`config.mk`:
```
export PLATFORM = sky130hd
export DESIGN_NAME = nvc_host_ctrl
export DESIGN_NICKNAME = d
export VERILOG_FILES = /design/src/design/nvc_pkg.sv /design/src/design/nvc_host_ctrl.sv /design/src/design/nvc_wait_timer.sv
export SDC_FILE = /design/constraint.sdc
export NUM_CORES = 1
export LEC_CHECK = 0
export BUFFER_PORTS_ARGS = -buffer_cell sky130_fd_sc_hd__buf_2
export CORE_ASPECT_RATIO = 0.7
export CORE_UTILIZATION = 59
export CTS_CLUSTER_DIAMETER = 80
export DETAILED_ROUTE_END_ITERATION = 8
export MAX_ROUTING_LAYER = met4
export PLACE_DENSITY = 0.85
export SYNTH_ARGS = -nofsm -noshare
export SYNTH_HDL_FRONTEND = slang
export SYNTH_SLANG_ARGS = --single-unit
```
`constraint.sdc`:
```
create_clock -name core_clk -period 6.8 [get_ports core_clk]
set_input_delay 0.68 -clock core_clk [delete_from_list [all_inputs] [get_ports core_clk]]
set_output_delay 0.68 -clock core_clk [all_outputs]
set_load 0.03 [all_outputs]
```
`src/design/nvc_pkg.sv`:
```
// Purpose: shared constants, types and helpers of the nvsram host controller
// Assumes: core_clk at 200 MHz
// Notes:   times kept in their own unit, cycle counts derived from them
package nvc_pkg;

    localparam int CLK_NS       = 5;
    localparam int STROBE_NS    = 55;   // chip-select low time per access
    localparam int HW_PULSE_NS  = 15;   // least store-request pulse
    localparam int HSB_SENSE_NS = 300;  // request to busy answer, longest
    localparam int RECOVER_NS   = 700;  // busy release to access allowed
    localparam int SW_LOAD_US   = 20;   // sw_load_time
    localparam int NV_SAVE_MS   = 10;   // nv_save_time
    localparam int POWERUP_US   = 550;  // powerup_load_time

    typedef logic [20:0] nvc_cnt_t;

    function automatic int ceil_cyc(input int ns);
        return (ns + CLK_NS - 1) / CLK_NS;
    endfunction

    localparam nvc_cnt_t STROBE_CYC    = nvc_cnt_t'(ceil_cyc(STROBE_NS));
    localparam nvc_cnt_t HW_PULSE_CYC  = nvc_cnt_t'(ceil_cyc(HW_PULSE_NS));
    localparam nvc_cnt_t HSB_SENSE_CYC = nvc_cnt_t'(ceil_cyc(HSB_SENSE_NS));
    localparam nvc_cnt_t RECOVER_CYC   = nvc_cnt_t'(ceil_cyc(RECOVER_NS));
    localparam nvc_cnt_t SW_LOAD_CYC   =
        nvc_cnt_t'(ceil_cyc(SW_LOAD_US * 1000));
    localparam nvc_cnt_t NV_SAVE_CYC   =
        nvc_cnt_t'(ceil_cyc(NV_SAVE_MS * 1000000));
    localparam nvc_cnt_t POWERUP_CYC   =
        nvc_cnt_t'(ceil_cyc(POWERUP_US * 1000));

    // unlock sequence addresses
    localparam logic [12:0] SEQ_A0      = 13'h0000;
    localparam logic [12:0] SEQ_A1      = 13'h1555;
    localparam logic [12:0] SEQ_A2      = 13'h0AAA;
    localparam logic [12:0] SEQ_A3      = 13'h1FFF;
    localparam logic [12:0] SEQ_A4      = 13'h10F0;
    localparam logic [12:0] SEQ_STORE   = 13'h0F0F;
    localparam logic [12:0] SEQ_RECALL  = 13'h0F0E;
    localparam logic [2:0]  SEQ_LAST    = 3'h5;

    // register byte offsets
    localparam logic [7:0] REG_CMD    = 8'h00;
    localparam logic [7:0] REG_ADDR   = 8'h04;
    localparam logic [7:0] REG_WDATA  = 8'h08;
    localparam logic [7:0] REG_STATUS = 8'h0C;
    localparam logic [7:0] REG_RDATA  = 8'h10;
    localparam logic [7:0] REG_MODE   = 8'h14;

    // status fields
    localparam int ST_BUSY_BIT   = 0;
    localparam int ST_DIRTY_BIT  = 1;
    localparam int ST_HSB_BIT    = 2;
    localparam int ST_LOCK_BIT   = 3;
    localparam int ST_ERR_BIT    = 4;

    localparam logic [1:0] RESP_OKAY   = 2'h0;
    localparam logic [1:0] RESP_SLVERR = 2'h2;

    typedef enum logic [2:0] {
        OP_NONE, OP_READ, OP_WRITE, OP_SW_STORE, OP_SW_RECALL, OP_HW_STORE
    } nvc_op_e;

    typedef enum logic [1:0] {
        MODE_AUTO, MODE_SYSPWR, MODE_INHIBIT
    } nvc_mode_e;

    localparam nvc_mode_e MODE_RST = MODE_AUTO;

    typedef struct packed {
        logic        awvalid;
        logic [7:0]  awaddr;
        logic        wvalid;
        logic [31:0] wdata;
        logic [3:0]  wstrb;
        logic        bready;
        logic        arvalid;
        logic [7:0]  araddr;
        logic        rready;
    } nvc_axi_req_s;

    typedef struct packed {
        logic        awready;
        logic        wready;
        logic        bvalid;
        logic [1:0]  bresp;
        logic        arready;
        logic        rvalid;
        logic [31:0] rdata;
        logic [1:0]  rresp;
    } nvc_axi_rsp_s;

    typedef struct packed {
        logic [12:0] addr;
        logic        ce_n;
        logic        oe_n;
        logic        we_n;
        logic [7:0]  dq_o;
        logic        dq_oe_n;
        logic        hsb_o;
        logic        hsb_oe_n;
    } nvc_mem_out_s;

    function automatic logic [12:0] seq_addr(input logic [2:0] idx,
                                             input logic recall);
        case (idx)
            3'h0:    return SEQ_A0;
            3'h1:    return SEQ_A1;
            3'h2:    return SEQ_A2;
            3'h3:    return SEQ_A3;
            3'h4:    return SEQ_A4;
            default: return recall ? SEQ_RECALL : SEQ_STORE;
        endcase
    endfunction

endpackage

```
`src/design/nvc_host_ctrl.sv`:
```
// Purpose: host-side controller driving an 8K x 8 nvsram over its pins
// Assumes: AXI4-Lite register slave, dq and store-busy sampled synchronously
// Notes:   one memory operation at a time; commands while busy are dropped
// Summary of operation
// - host keeps the address stable across the whole write strobe.
// - host keeps output-on high through every write.
// - six chip-select reads 0000,1555,0AAA,1FFF,10F0,0F0F start a store.
// - every sequence step is a read; output-on level does not matter.
// - same five reads then 0F0E start a recall.
// - the power configuration is chosen once and never switched.
//
// The register addresses and the AXI4-Lite interface to the registers are this design's own decisions.
module nvc_host_ctrl
    import nvc_pkg::*;
#(
    parameter nvc_cnt_t NV_SAVE_COUNT = NV_SAVE_CYC,
    parameter nvc_cnt_t POWERUP_COUNT = POWERUP_CYC
) (
    input  wire logic          core_clk,
    input  wire logic          rst_n,
    input  wire nvc_axi_req_s  axi_i,
    output nvc_axi_rsp_s       axi_o,
    output nvc_mem_out_s       mem_o,
    input  wire logic [7:0]    mem_dq_i,
    input  wire logic          mem_hsb_i
);
    typedef enum logic [3:0] {
        S_PWRUP, S_IDLE, S_SETUP, S_STROBE, S_END, S_NV_WAIT,
        S_HW_PULSE, S_HW_SENSE, S_HSB_WAIT, S_RECOVER
    } nvc_state_e;

    nvc_state_e   state_q, state_d;
    nvc_op_e      op_q;
    nvc_mode_e    mode_q;
    logic [2:0]   seq_idx_q;
    logic [12:0]  addr_reg_q;
    logic [7:0]   wdata_reg_q;
    logic [7:0]   rdata_q;
    logic         dirty_q;
    logic         mode_lock_q;
    logic         cmd_err_q;
    nvc_mem_out_s mem_q, mem_d;
    nvc_axi_rsp_s rsp_q;
    logic [7:0]   awaddr_q;
    logic [31:0]  wdata_q;
    logic [3:0]   wstrb_q;

    logic         t_load;
    nvc_cnt_t     t_value;
    logic         t_done;

    nvc_wait_timer #(
        .RST_COUNT (POWERUP_COUNT)
    ) u_timer (
        .core_clk (core_clk),
        .rst_n    (rst_n),
        .load     (t_load),
        .value    (t_value),
        .done     (t_done)
    );

    // register write decode
    wire       wr_fire  = !rsp_q.awready && !rsp_q.wready && !rsp_q.bvalid;
    wire       wr_cmd   = wr_fire && awaddr_q == REG_CMD && wstrb_q[0];
    wire       wr_addr  = wr_fire && awaddr_q == REG_ADDR;
    wire       wr_wdat  = wr_fire && awaddr_q == REG_WDATA && wstrb_q[0];
    wire       wr_mode  = wr_fire && awaddr_q == REG_MODE && wstrb_q[0];
    wire       wr_ok    = awaddr_q inside {REG_CMD, REG_ADDR, REG_WDATA,
                                           REG_MODE};
    wire       rd_fire  = axi_i.arvalid && rsp_q.arready;
    wire       rd_ok    = axi_i.araddr inside {REG_CMD, REG_ADDR, REG_WDATA,
                                               REG_STATUS, REG_RDATA,
                                               REG_MODE};
    wire nvc_op_e cmd_op = nvc_op_e'(wdata_q[2:0]);
    wire       busy     = state_q != S_IDLE;
    wire       cmd_go   = wr_cmd && !busy && cmd_op != OP_NONE
                          && cmd_op <= OP_HW_STORE;
    wire       is_seq   = op_q inside {OP_SW_STORE, OP_SW_RECALL};
    wire       seq_done = is_seq && seq_idx_q == SEQ_LAST;
    wire [31:0] status  = {27'h0, cmd_err_q, mode_lock_q, mem_hsb_i,
                           dirty_q, busy};
    wire [31:0] rd_mux  =
        (axi_i.araddr == REG_CMD)    ? {29'h0, op_q} :
        (axi_i.araddr == REG_ADDR)   ? {19'h0, addr_reg_q} :
        (axi_i.araddr == REG_WDATA)  ? {24'h0, wdata_reg_q} :
        (axi_i.araddr == REG_STATUS) ? status :
        (axi_i.araddr == REG_RDATA)  ? {24'h0, rdata_q} :
        (axi_i.araddr == REG_MODE)   ? {30'h0, mode_q} : 32'h0;

    // sequencer
    always_comb begin
        state_d = state_q;
        t_load  = 1'b0;
        t_value = '0;
        unique case (state_q)
            S_PWRUP: begin
                if (t_done && mem_hsb_i) begin
                    state_d = S_IDLE;
                end
            end
            S_IDLE: begin
                if (!mem_hsb_i) begin
                    state_d = S_HSB_WAIT;
                end else if (cmd_go && cmd_op == OP_HW_STORE) begin
                    state_d = S_HW_PULSE;
                    t_load  = 1'b1;
                    t_value = HW_PULSE_CYC - nvc_cnt_t'(1);
                end else if (cmd_go) begin
                    state_d = S_SETUP;
                end
            end
            S_SETUP: begin
                state_d = S_STROBE;
                t_load  = 1'b1;
                t_value = STROBE_CYC - nvc_cnt_t'(1);
            end
            S_STROBE: begin
                if (t_done) begin
                    state_d = S_END;
                end
            end
            S_END: begin
                if (seq_done) begin
                    state_d = S_NV_WAIT;
                    t_load  = 1'b1;
                    t_value = (op_q == OP_SW_STORE) ? NV_SAVE_COUNT
                                                    : SW_LOAD_CYC;
                end else if (is_seq) begin
                    state_d = S_SETUP;
                end else begin
                    state_d = S_IDLE;
                end
            end
            S_NV_WAIT: begin
                if (t_done) begin
                    state_d = S_HSB_WAIT;
                end
            end
            S_HW_PULSE: begin
                if (t_done) begin
                    state_d = S_HW_SENSE;
                    t_load  = 1'b1;
                    t_value = HSB_SENSE_CYC;
                end
            end
            S_HW_SENSE: begin
                if (t_done || !mem_hsb_i) begin
                    state_d = S_HSB_WAIT;
                end
            end
            S_HSB_WAIT: begin
                if (mem_hsb_i) begin
                    state_d = S_RECOVER;
                    t_load  = 1'b1;
                    t_value = RECOVER_CYC;
                end
            end
            S_RECOVER: begin
                if (t_done) begin
                    state_d = S_IDLE;
                end
            end
        endcase
    end

    // pin image registered so every pin comes straight from a flop
    wire       op_wr    = op_q == OP_WRITE;
    wire       drv_act  = state_d inside {S_SETUP, S_STROBE, S_END};
    // op_q is stale in idle; the new command decides the first cycle
    wire       from_idl = state_q == S_IDLE;
    wire       seq_next = from_idl ? cmd_op inside {OP_SW_STORE, OP_SW_RECALL}
                                   : is_seq;
    wire [2:0] idx_next = from_idl ? 3'h0 : seq_idx_q + 3'h1;
    wire       wr_next  = from_idl ? cmd_op == OP_WRITE : op_wr;
    always_comb begin
        mem_d          = mem_q;
        mem_d.ce_n     = state_d != S_STROBE;
        mem_d.we_n     = !(state_d == S_STROBE && op_wr);
        mem_d.oe_n     = !(state_d == S_STROBE && op_q == OP_READ);
        mem_d.dq_oe_n  = !(drv_act && wr_next);
        mem_d.dq_o     = wdata_reg_q;
        mem_d.hsb_o    = 1'b0;
        mem_d.hsb_oe_n = state_d != S_HW_PULSE;
        if (state_d == S_SETUP) begin
            // address only moves outside the strobe
            mem_d.addr = seq_next ? seq_addr(idx_next, op_q == OP_SW_RECALL)
                                  : addr_reg_q;
        end
    end

    always_ff @(posedge core_clk or negedge rst_n) begin
        if (!rst_n) begin
            state_q <= S_PWRUP;
            mem_q   <= '{addr: '0, ce_n: 1'b1, oe_n: 1'b1, we_n: 1'b1,
                         dq_o: '0, dq_oe_n: 1'b1, hsb_o: 1'b0,
                         hsb_oe_n: 1'b1};
        end else begin
            state_q <= state_d;
            mem_q   <= mem_d;
        end
    end

    always_ff @(posedge core_clk or negedge rst_n) begin
        if (!rst_n) begin
            op_q      <= OP_NONE;
            seq_idx_q <= '0;
        end else if (state_q == S_IDLE && cmd_go) begin
            op_q      <= cmd_op;
            seq_idx_q <= '0;
        end else if (state_q == S_END && is_seq && !seq_done) begin
            seq_idx_q <= seq_idx_q + 3'h1;
        end
    end

    always_ff @(posedge core_clk or negedge rst_n) begin
        if (!rst_n) begin
            rdata_q <= '0;
        end else if (state_q == S_STROBE && t_done && op_q == OP_READ) begin
            rdata_q <= mem_dq_i;
        end
    end

    // written-since-last-cycle tracker, cleared by a software store or recall, by OP_HW_STORE, and by any store-busy wait outside inhibit mode
    always_ff @(posedge core_clk or negedge rst_n) begin
        if (!rst_n) begin
            dirty_q <= 1'b0;
        end else if (state_q == S_END && op_wr) begin
            dirty_q <= 1'b1;
        end else if (state_q == S_NV_WAIT) begin
            dirty_q <= 1'b0;
        end else if (state_q == S_HSB_WAIT && mode_q != MODE_INHIBIT) begin
            dirty_q <= 1'b0;
        end else if (state_q == S_HSB_WAIT && op_q == OP_HW_STORE) begin
            dirty_q <= 1'b0;
        end
    end

    // register file; mode locks after its first write
    always_ff @(posedge core_clk or negedge rst_n) begin
        if (!rst_n) begin
            addr_reg_q  <= '0;
            wdata_reg_q <= '0;
            mode_q      <= MODE_RST;
            mode_lock_q <= 1'b0;
            cmd_err_q   <= 1'b0;
        end else begin
            if (wr_addr && wstrb_q[0]) begin
                addr_reg_q[7:0] <= wdata_q[7:0];
            end
            if (wr_addr && wstrb_q[1]) begin
                addr_reg_q[12:8] <= wdata_q[12:8];
            end
            if (wr_wdat) begin
                wdata_reg_q <= wdata_q[7:0];
            end
            if (wr_mode && !mode_lock_q) begin
                mode_q      <= nvc_mode_e'(wdata_q[1:0]);
                mode_lock_q <= 1'b1;
            end
            if (wr_cmd) begin
                cmd_err_q <= !cmd_go;
            end
        end
    end

    // AXI4-Lite slave channels
    always_ff @(posedge core_clk or negedge rst_n) begin
        if (!rst_n) begin
            rsp_q    <= '{awready: 1'b1, wready: 1'b1, arready: 1'b1,
                          bresp: RESP_OKAY, rresp: RESP_OKAY, default: '0};
            awaddr_q <= '0;
            wdata_q  <= '0;
            wstrb_q  <= '0;
        end else begin
            if (axi_i.awvalid && rsp_q.awready) begin
                awaddr_q      <= axi_i.awaddr;
                rsp_q.awready <= 1'b0;
            end
            if (axi_i.wvalid && rsp_q.wready) begin
                wdata_q      <= axi_i.wdata;
                wstrb_q      <= axi_i.wstrb;
                rsp_q.wready <= 1'b0;
            end
            if (wr_fire) begin
                rsp_q.bvalid <= 1'b1;
                rsp_q.bresp  <= wr_ok ? RESP_OKAY : RESP_SLVERR;
            end
            if (rsp_q.bvalid && axi_i.bready) begin
                rsp_q.bvalid  <= 1'b0;
                rsp_q.awready <= 1'b1;
                rsp_q.wready  <= 1'b1;
            end
            if (rd_fire) begin
                rsp_q.arready <= 1'b0;
                rsp_q.rvalid  <= 1'b1;
                rsp_q.rdata   <= rd_mux;
                rsp_q.rresp   <= rd_ok ? RESP_OKAY : RESP_SLVERR;
            end
            if (rsp_q.rvalid && axi_i.rready) begin
                rsp_q.rvalid  <= 1'b0;
                rsp_q.arready <= 1'b1;
            end
        end
    end

    assign axi_o = rsp_q;
    assign mem_o = mem_q;
endmodule // nvc_host_ctrl

```
`src/design/nvc_wait_timer.sv`:
```
// Purpose: down counter for the access and nonvolatile wait phases
// Assumes: load wins over counting
// Notes:   done is high while the count rests at zero
module nvc_wait_timer
    import nvc_pkg::*;
#(
    parameter nvc_cnt_t RST_COUNT = '0
) (
    input  wire logic     core_clk,
    input  wire logic     rst_n,
    input  wire logic     load,
    input  wire nvc_cnt_t value,
    output logic          done
);
    nvc_cnt_t cnt_q;

    always_ff @(posedge core_clk or negedge rst_n) begin
        if (!rst_n) begin
            cnt_q <= RST_COUNT;
        end else if (load) begin
            cnt_q <= value;
        end else if (cnt_q != '0) begin
            cnt_q <= cnt_q - nvc_cnt_t'(1);
        end
    end

    assign done = (cnt_q == '0);
endmodule // nvc_wait_timer

```
Yosys cells after proc, flatten, opt, wreduce, memory -nomap -nowiden
Index checks and enable logic that the tools add are counted.
{"block": "word_totals", "elab_cells": 190, "out_inout_bits": 68, "inputBits": 68, "regBits": 155}
{"block": "classes", "eq_ne": 38, "n_lt_le_gt_ge": 1, "n_reduce_logical": 65, "muxes": 54, "addsub": 2}
{"op": "21-bit one-hot mux with 5 select lines", "count": 1}
{"op": "21-bit 2-to-1 mux", "count": 4}
{"op": "13-bit one-hot mux with 5 select lines", "count": 1}
{"op": "4-bit 2-to-1 mux", "count": 10}
{"op": "4-bit one-hot mux with 10 select lines", "count": 1}
{"op": "13-bit 2-to-1 mux", "count": 3}
{"op": "36-bit 2-to-1 mux", "count": 1}
{"op": "1-bit logical AND", "count": 34}
{"op": "8-bit 2-to-1 mux", "count": 4}
{"op": "8-bit by 4-bit == test with 1-bit output, second input constant", "count": 3}
{"op": "8-bit by 5-bit == test with 1-bit output, second input constant", "count": 3}
{"op": "21-bit zero test", "count": 1}
{"op": "21-bit nonzero test", "count": 1}
{"op": "21-bit by 1-bit subtractor with 21-bit output, second input constant", "count": 1}
{"op": "4-bit by 3-bit == test with 1-bit output, second input constant", "count": 5}
{"op": "3-bit by 2-bit == test with 1-bit output, second input constant", "count": 6}
{"op": "3-bit == test, second input constant", "count": 6}
{"op": "3-bit 2-to-1 mux", "count": 6}
{"op": "4-bit by 2-bit == test with 1-bit output, second input constant", "count": 4}
{"op": "8-bit by 3-bit == test with 1-bit output, second input constant", "count": 2}
{"op": "8-bit zero test", "count": 2}
{"op": "2-bit nonzero test", "count": 8}
{"op": "1-bit 2-to-1 mux", "count": 14}
{"op": "2-bit 2-to-1 mux", "count": 7}
{"op": "18 further kinds", "count": 32}

Depth between registers and ports, before layout
{"block": "depth", "depth_word": 16, "ltp_mapped": 10, "ltp_nobuf": 9}

Modules after synthesis
Synthesis repeated with hierarchy kept, for this count alone.
{"block": "hier_totals", "cells_unflattened": 640, "area_unflattened_um2": 6795.3}
{"module": "nvc_host_ctrl", "cells_per_inst": 497, "n_inst": 1, "seq_area_each_um2": 2837.7, "area_per_inst_um2": 5476.5}
{"module": "nvc_wait_timer", "cells_per_inst": 143, "n_inst": 1, "seq_area_each_um2": 536.8, "area_per_inst_um2": 1318.8}

Worst setup path before layout
No wires, ideal clock.
{"block": "synth_timing", "path_kind": "flip-flop to flip-flop", "start": "register rsp_q (netlist bit axi_o[38])", "end": "register mem_q (netlist bit mem_o[18])", "period_less_slack_ns": 2.670, "setup_ns": 0.125, "path_slack_ns": 4.130, "arrival_time_ns": 2.545, "required_ns": 6.675, "n_path_buf": 1, "stages_incl_launch_ff": 9, "cell_sequence": "dfrtp_1 -> or4_4 -> nor4_4 -> o211a_4 -> o22a_4 -> a22oi_4 -> nor3_4 -> buf_12 -> mux2_4"}
{"block": "synth_via", "elab_chain_len": 12, "elab_cells_between_ends": 13, "classes_between": "eq/ne (1); mux (4); reduce/logical (8)"}
{"element": "start, declared", "line_no": "nvc_host_ctrl.sv:43", "text": "nvc_axi_rsp_s rsp_q;"}
{"element": "start signal, assigned", "line_no": "nvc_host_ctrl.sv:269", "text": "rsp_q <= '{awready: 1'b1, wready: 1'b1, arready: 1'b1,"}
{"element": "1-bit zero test *", "line_no": "nvc_host_ctrl.sv:63", "text": "wire wr_fire = !rsp_q.awready && !rsp_q.wready && !rsp_q.bvalid;"}
{"element": "1-bit logical AND *", "line_no": "nvc_host_ctrl.sv:63"}
{"element": "1-bit logical AND * (2 in series)", "line_no": "nvc_host_ctrl.sv:64", "text": "wire wr_cmd = wr_fire && awaddr_q == REG_CMD && wstrb_q[0];"}
{"element": "1-bit logical AND * (2 in series)", "line_no": "nvc_host_ctrl.sv:76", "text": "wire cmd_go = wr_cmd && !busy && cmd_op != OP_NONE"}
{"element": "1-bit logical AND *", "line_no": "nvc_host_ctrl.sv:77", "text": "&& cmd_op <= OP_HW_STORE;"}
{"element": "4-bit 2-to-1 mux / 1-bit logical AND (equally long branches)", "line_no": "nvc_host_ctrl.sv:108, nvc_host_ctrl.sv:104"}
{"element": "4-bit 2-to-1 mux *", "line_no": "nvc_host_ctrl.sv:104", "text": "end else if (cmd_go && cmd_op == OP_HW_STORE) begin"}
{"element": "4-bit 2-to-1 mux *", "line_no": "nvc_host_ctrl.sv:102", "text": "if (!mem_hsb_i) begin"}
{"element": "4-bit one-hot mux with 10 select lines *", "line_no": "nvc_host_ctrl.sv:95", "text": "unique case (state_q)"}
{"element": "net state_d[0]", "line_no": "nvc_host_ctrl.sv:32", "text": "nvc_state_e state_q, state_d;"}
{"element": "4-bit by 2-bit == test with 1-bit output *", "line_no": "nvc_host_ctrl.sv:184", "text": "if (state_d == S_SETUP) begin"}
{"element": "end signal, assigned", "line_no": "nvc_host_ctrl.sv:194", "text": "mem_q <= '{addr: '0, ce_n: 1'b1, oe_n: 1'b1, we_n: 1'b1,"}
{"element": "end signal, assigned", "line_no": "nvc_host_ctrl.sv:199", "text": "mem_q <= mem_d;"}
{"element": "end, declared", "line_no": "nvc_host_ctrl.sv:42", "text": "nvc_mem_out_s mem_q, mem_d;"}
Mark *: on every way through the listed nets, which the timed path passes. The rest lies on a longest branch.
A chain may end at the register's enable or synchronous reset.

Worst setup path in the final report
{"block": "layout_timing", "start": "register u_timer.cnt_q[0]", "end": "register mem_q (netlist bit mem_o[14])"}
{"block": "layout_via", "elab_chain_len": 5, "elab_cells_between_ends": 11, "classes_between": "eq/ne (1); mux (7); reduce/logical (3)"}
{"element": "start, declared", "line_no": "nvc_wait_timer.sv:15", "text": "nvc_cnt_t cnt_q;"}
{"element": "start signal, assigned", "line_no": "nvc_wait_timer.sv:21", "text": "cnt_q <= value;"}
{"element": "start signal, assigned", "line_no": "nvc_wait_timer.sv:23", "text": "cnt_q <= cnt_q - nvc_cnt_t'(1);"}
{"element": "21-bit zero test *", "line_no": "nvc_wait_timer.sv:27", "text": "assign done = (cnt_q == '0);"}
{"element": "1-bit logical OR / 1-bit logical AND (equally long branches)", "line_no": "nvc_host_ctrl.sv:147, nvc_host_ctrl.sv:97"}
{"element": "4-bit 2-to-1 mux, on equally long branches", "line_no": "nvc_host_ctrl.sv:147, nvc_host_ctrl.sv:97"}
{"element": "4-bit one-hot mux with 10 select lines *", "line_no": "nvc_host_ctrl.sv:95"}
{"element": "net state_d[0]", "line_no": "nvc_host_ctrl.sv:32"}
{"element": "4-bit by 2-bit == test with 1-bit output *", "line_no": "nvc_host_ctrl.sv:184"}
Marks and branches as above.

==> out/summary.txt <==
DR vias/cell = 5.89
HP Start = wdata_reg_q[1]
unrepaired setup endpoints after global routing = false
Setup crit end kind = flop
global-route wire length before repair = 25600 um
number of global-route vias before repair = 5090
Global Route Usage Sum = 29.7%
area share of and/or/nand/nor cells after synthesis = 17.2%
Synth top area share = 44.1%
RePlAce Congestion = 0.891
post-route cell area = 7680 sq um
launch point of the worst reg-to-reg path = u_timer.cnt_q[0]
clock buffer count from CTS = 17
Endpoint, Worst Hold = mem_o[4]
Hold Vio Cnt, Final = 0
largest area contributor in the netlist = dfrtp_1
status = finished clean
placed cell count = 832
per-cell routed wire length = 18.3 um
initial antenna violation count = 0
max cap viols = 0
cts hold-fix bufs = 0
via count = 5086
R2R setup slack = 3.40 ns
1st-iter DRT viols = 469
Synth Register Bits = 134
Synth Flop Type = dfrtp_1
clock root cell = clkbuf_16
Syn Area/Cell = 10.9 sq um
mux share of post-synthesis cell area = 12.6%
DR pass1 iterations = 5
DRT Wirelength = 15900 um
worst r2r dst = mem_o[14]
# port buffers = 92
worst hold slack = 0.407 ns
Area Overhead vs Synth = 15.6%
pre-CTS WS = 3.48 ns
Placement Cell Area = 7100 sq um
sequential area share after synthesis = 50.8%
grt ovf = 0
effective utilization at floorplan = 60.5%
# Post-CTS Setup Buffers = 0
antenna viol nets, final = 0
maximum fanout along the worst path = 13
yosys warns = 0
critical path startpoint category = flop
drt drc = 0
Post-synth EDFFs = 0
Final Setup Violations = 0
final worst slack = 3.40 ns
XOR/XNOR Fraction of Synth Area = 2.37%
Hold Crit Class = flop to flop
critical path cell sequence = inv_1 -> ha_1 -> nor4b_2 -> and4_4 -> a31oi_1 -> nor3_2 -> a22oi_4 -> nor3_4 -> mux2_2
largest net degree at the start of global routing = 83
Max Clock Skew = 0.0130 ns
post-layout min period = 3.40 ns
Post-Synth Adder-Cell Area = 0.565%
fin. max-slew vios = 0
TritonCTS clock tree = done
max incr delay on CP = 0.68 ns
Final period util = 49.9%
full die area = 11700 sq um
Mapped Cells = 607
Die Span X = 129 um
CP Buf/Inv Count = 1
CP Data Required Time = 7.10 ns
nets = 769
Lkg Pwr = 3.62 nW
ys async rst share = 100%
CP top delay family = simple AND/OR/NAND/NOR gates
Worst slew margin = 13.8%
Synth top cells by count = 117 x dfrtp_1, 79 x nand2_1, 59 x mux2_2, 45 x nor2_1, 33 x o21ai_0
f_max = 294 MHz
IO Pins = 136
Fin Setup TNS = 0 ns
Rows = 32
crit path DAT = 3.70 ns
H-tree depth = 4
CTS max path bufs = 2
CP max stage cell = nor3_4
HPWL Detailed = 11000 um
largest family of logic cells by synthesized area = simple AND/OR/NAND/NOR gates
n_diodes = 0
Worst-Margin Slew = 1.29 ns
mapped cell area = 6640 sq um
die height = 90.8 um
Non-Filler Instances = 864
Compound-Gate Fraction of Synth Area = 10.8%
CTS clock-pin slew for the worst setup and hold paths = 0.06 ns
top-count cell post-synth = dfrtp_1
Resize count post-CTS = 0
Area contributors post-synth = dfrtp_1 44%, mux2_2 10%, dfstp_2 6.7%
Max rail drop VDD = 0.179 mV
worst skew pair latency = 0.42 ns
Power Density = 301 nW/um^2
hold path depth = 0
Yosys cell types = 76
Worst Reg-to-Reg Cells = 9
Crit Path Class = flop to flop
CORE AREA = 11000 sq um
clk sinks = 134
fraction of layout cells with a size suffix above 1 = 33.9%
-- layout by cell type, fill, tap and decap left out, types with 7 or more instances in the layout --
| cell type | n |
|---|---|
| xor2_1 | 8 |
| nor2_1 | 45 |
| nand3_1 | 12 |
| buf_2 | 91 |
| a22oi_1 | 9 |
| nand2_1 | 79 |
| dfstp_2 | 17 |
| nor3_1 | 11 |
| dfrtp_1 | 117 |
| mux2_4 | 7 |
| inv_1 | 16 |
| clkbuf_16 | 17 |
| xnor2_1 | 10 |
| o21ai_0 | 33 |
| a21oi_1 | 24 |
| mux2i_1 | 7 |
| conb_1 | 22 |
| mux2_2 | 59 |
-- where the power goes --
group          switching, mW  total (mW)  internal [mW]  leakage, nW
Clock                  0.376       0.899          0.523        0.278
Combinational          0.196       0.348          0.152         1.67
Sequential             0.134        1.06          0.927         1.68
Total                  0.706        2.31           1.60         3.62
-- sequential cells by signal, indices dropped and copies added (netlist names), 3 cells and up --
name,cells
u_timer.cnt_q,21
state_q,4
rdata_q,8
addr_reg_q,13
seq_idx_q,3
wdata_reg_q,8
wdata_q,13
awaddr_q,8
axi_o,20
op_q,3
mem_o,26
-- layer usage --
layer | routed length [um] | track usage [%] | share of wire (%)
met5 | 0 | - | 0
met4 | 271 | 10.3 | 1.7
met3 | 1220 | 7.46 | 7.7
met2 | 7290 | 43.8 | 46
met1 | 7060 | 40.0 | 45
-- worst max path at each step --
| stage | from | slack [ns] | depth (start not counted) | endpoint |
|---|---|---|---|---|
| floorplan | axi_o[38] | 4.13 | 8 | mem_o[18] |
| global placement | state_q[0] | 3.56 | 7 | mem_o[14] |
| detailed placement | u_timer.cnt_q[0] | 3.48 | 9 | mem_o[15] |
| CTS | u_timer.cnt_q[0] | 3.41 | 9 | mem_o[14] |
| global route | state_q[0] | 3.18 | 7 | mem_o[15] |
| finish | u_timer.cnt_q[0] | 3.40 | 9 | mem_o[14] |
-- cells by family after synthesis --
kind of cell | count (synthesis)
AOI/OAI and AO/OA | 107
xor gates and xnor gates | 18
adders and majority gates | 3
buffers and inverters | 59
DFF | 134
muxes | 73
other | 1
and+or+nand+nor | 212
-- stage by stage --
step                      util (%)  power [mW]
after floorplan                  -        1.30
after global placement        64.7        1.38
after detailed placement      64.7        1.41
after CTS                     70.0        2.31
after global routing          70.0        2.39
final                         70.0        2.31
-- worst reg2reg max path: cells and delay by family (launching register included) --
kind	cells	cell delay, ns
AO/OA/AOI/OAI	2	0.34
adder cells (fa/ha/maj)	1	0.21
buffers and inverters	1	0.12
flip-flops	1	0.41
multiplexers	1	0.41
AND/OR/NAND/NOR	4	1.79
-- cell type report --
type                    count  area, sq um
multi-input cells         435         2990
inverters                  16         60.1
clock inverters            14          141
fillers                   783         3290
clock buffers              18          439
flip-flops and latches    134         3370
well taps                 153          191
repair buffers             94          478
(Power assumes the default switching activity.)
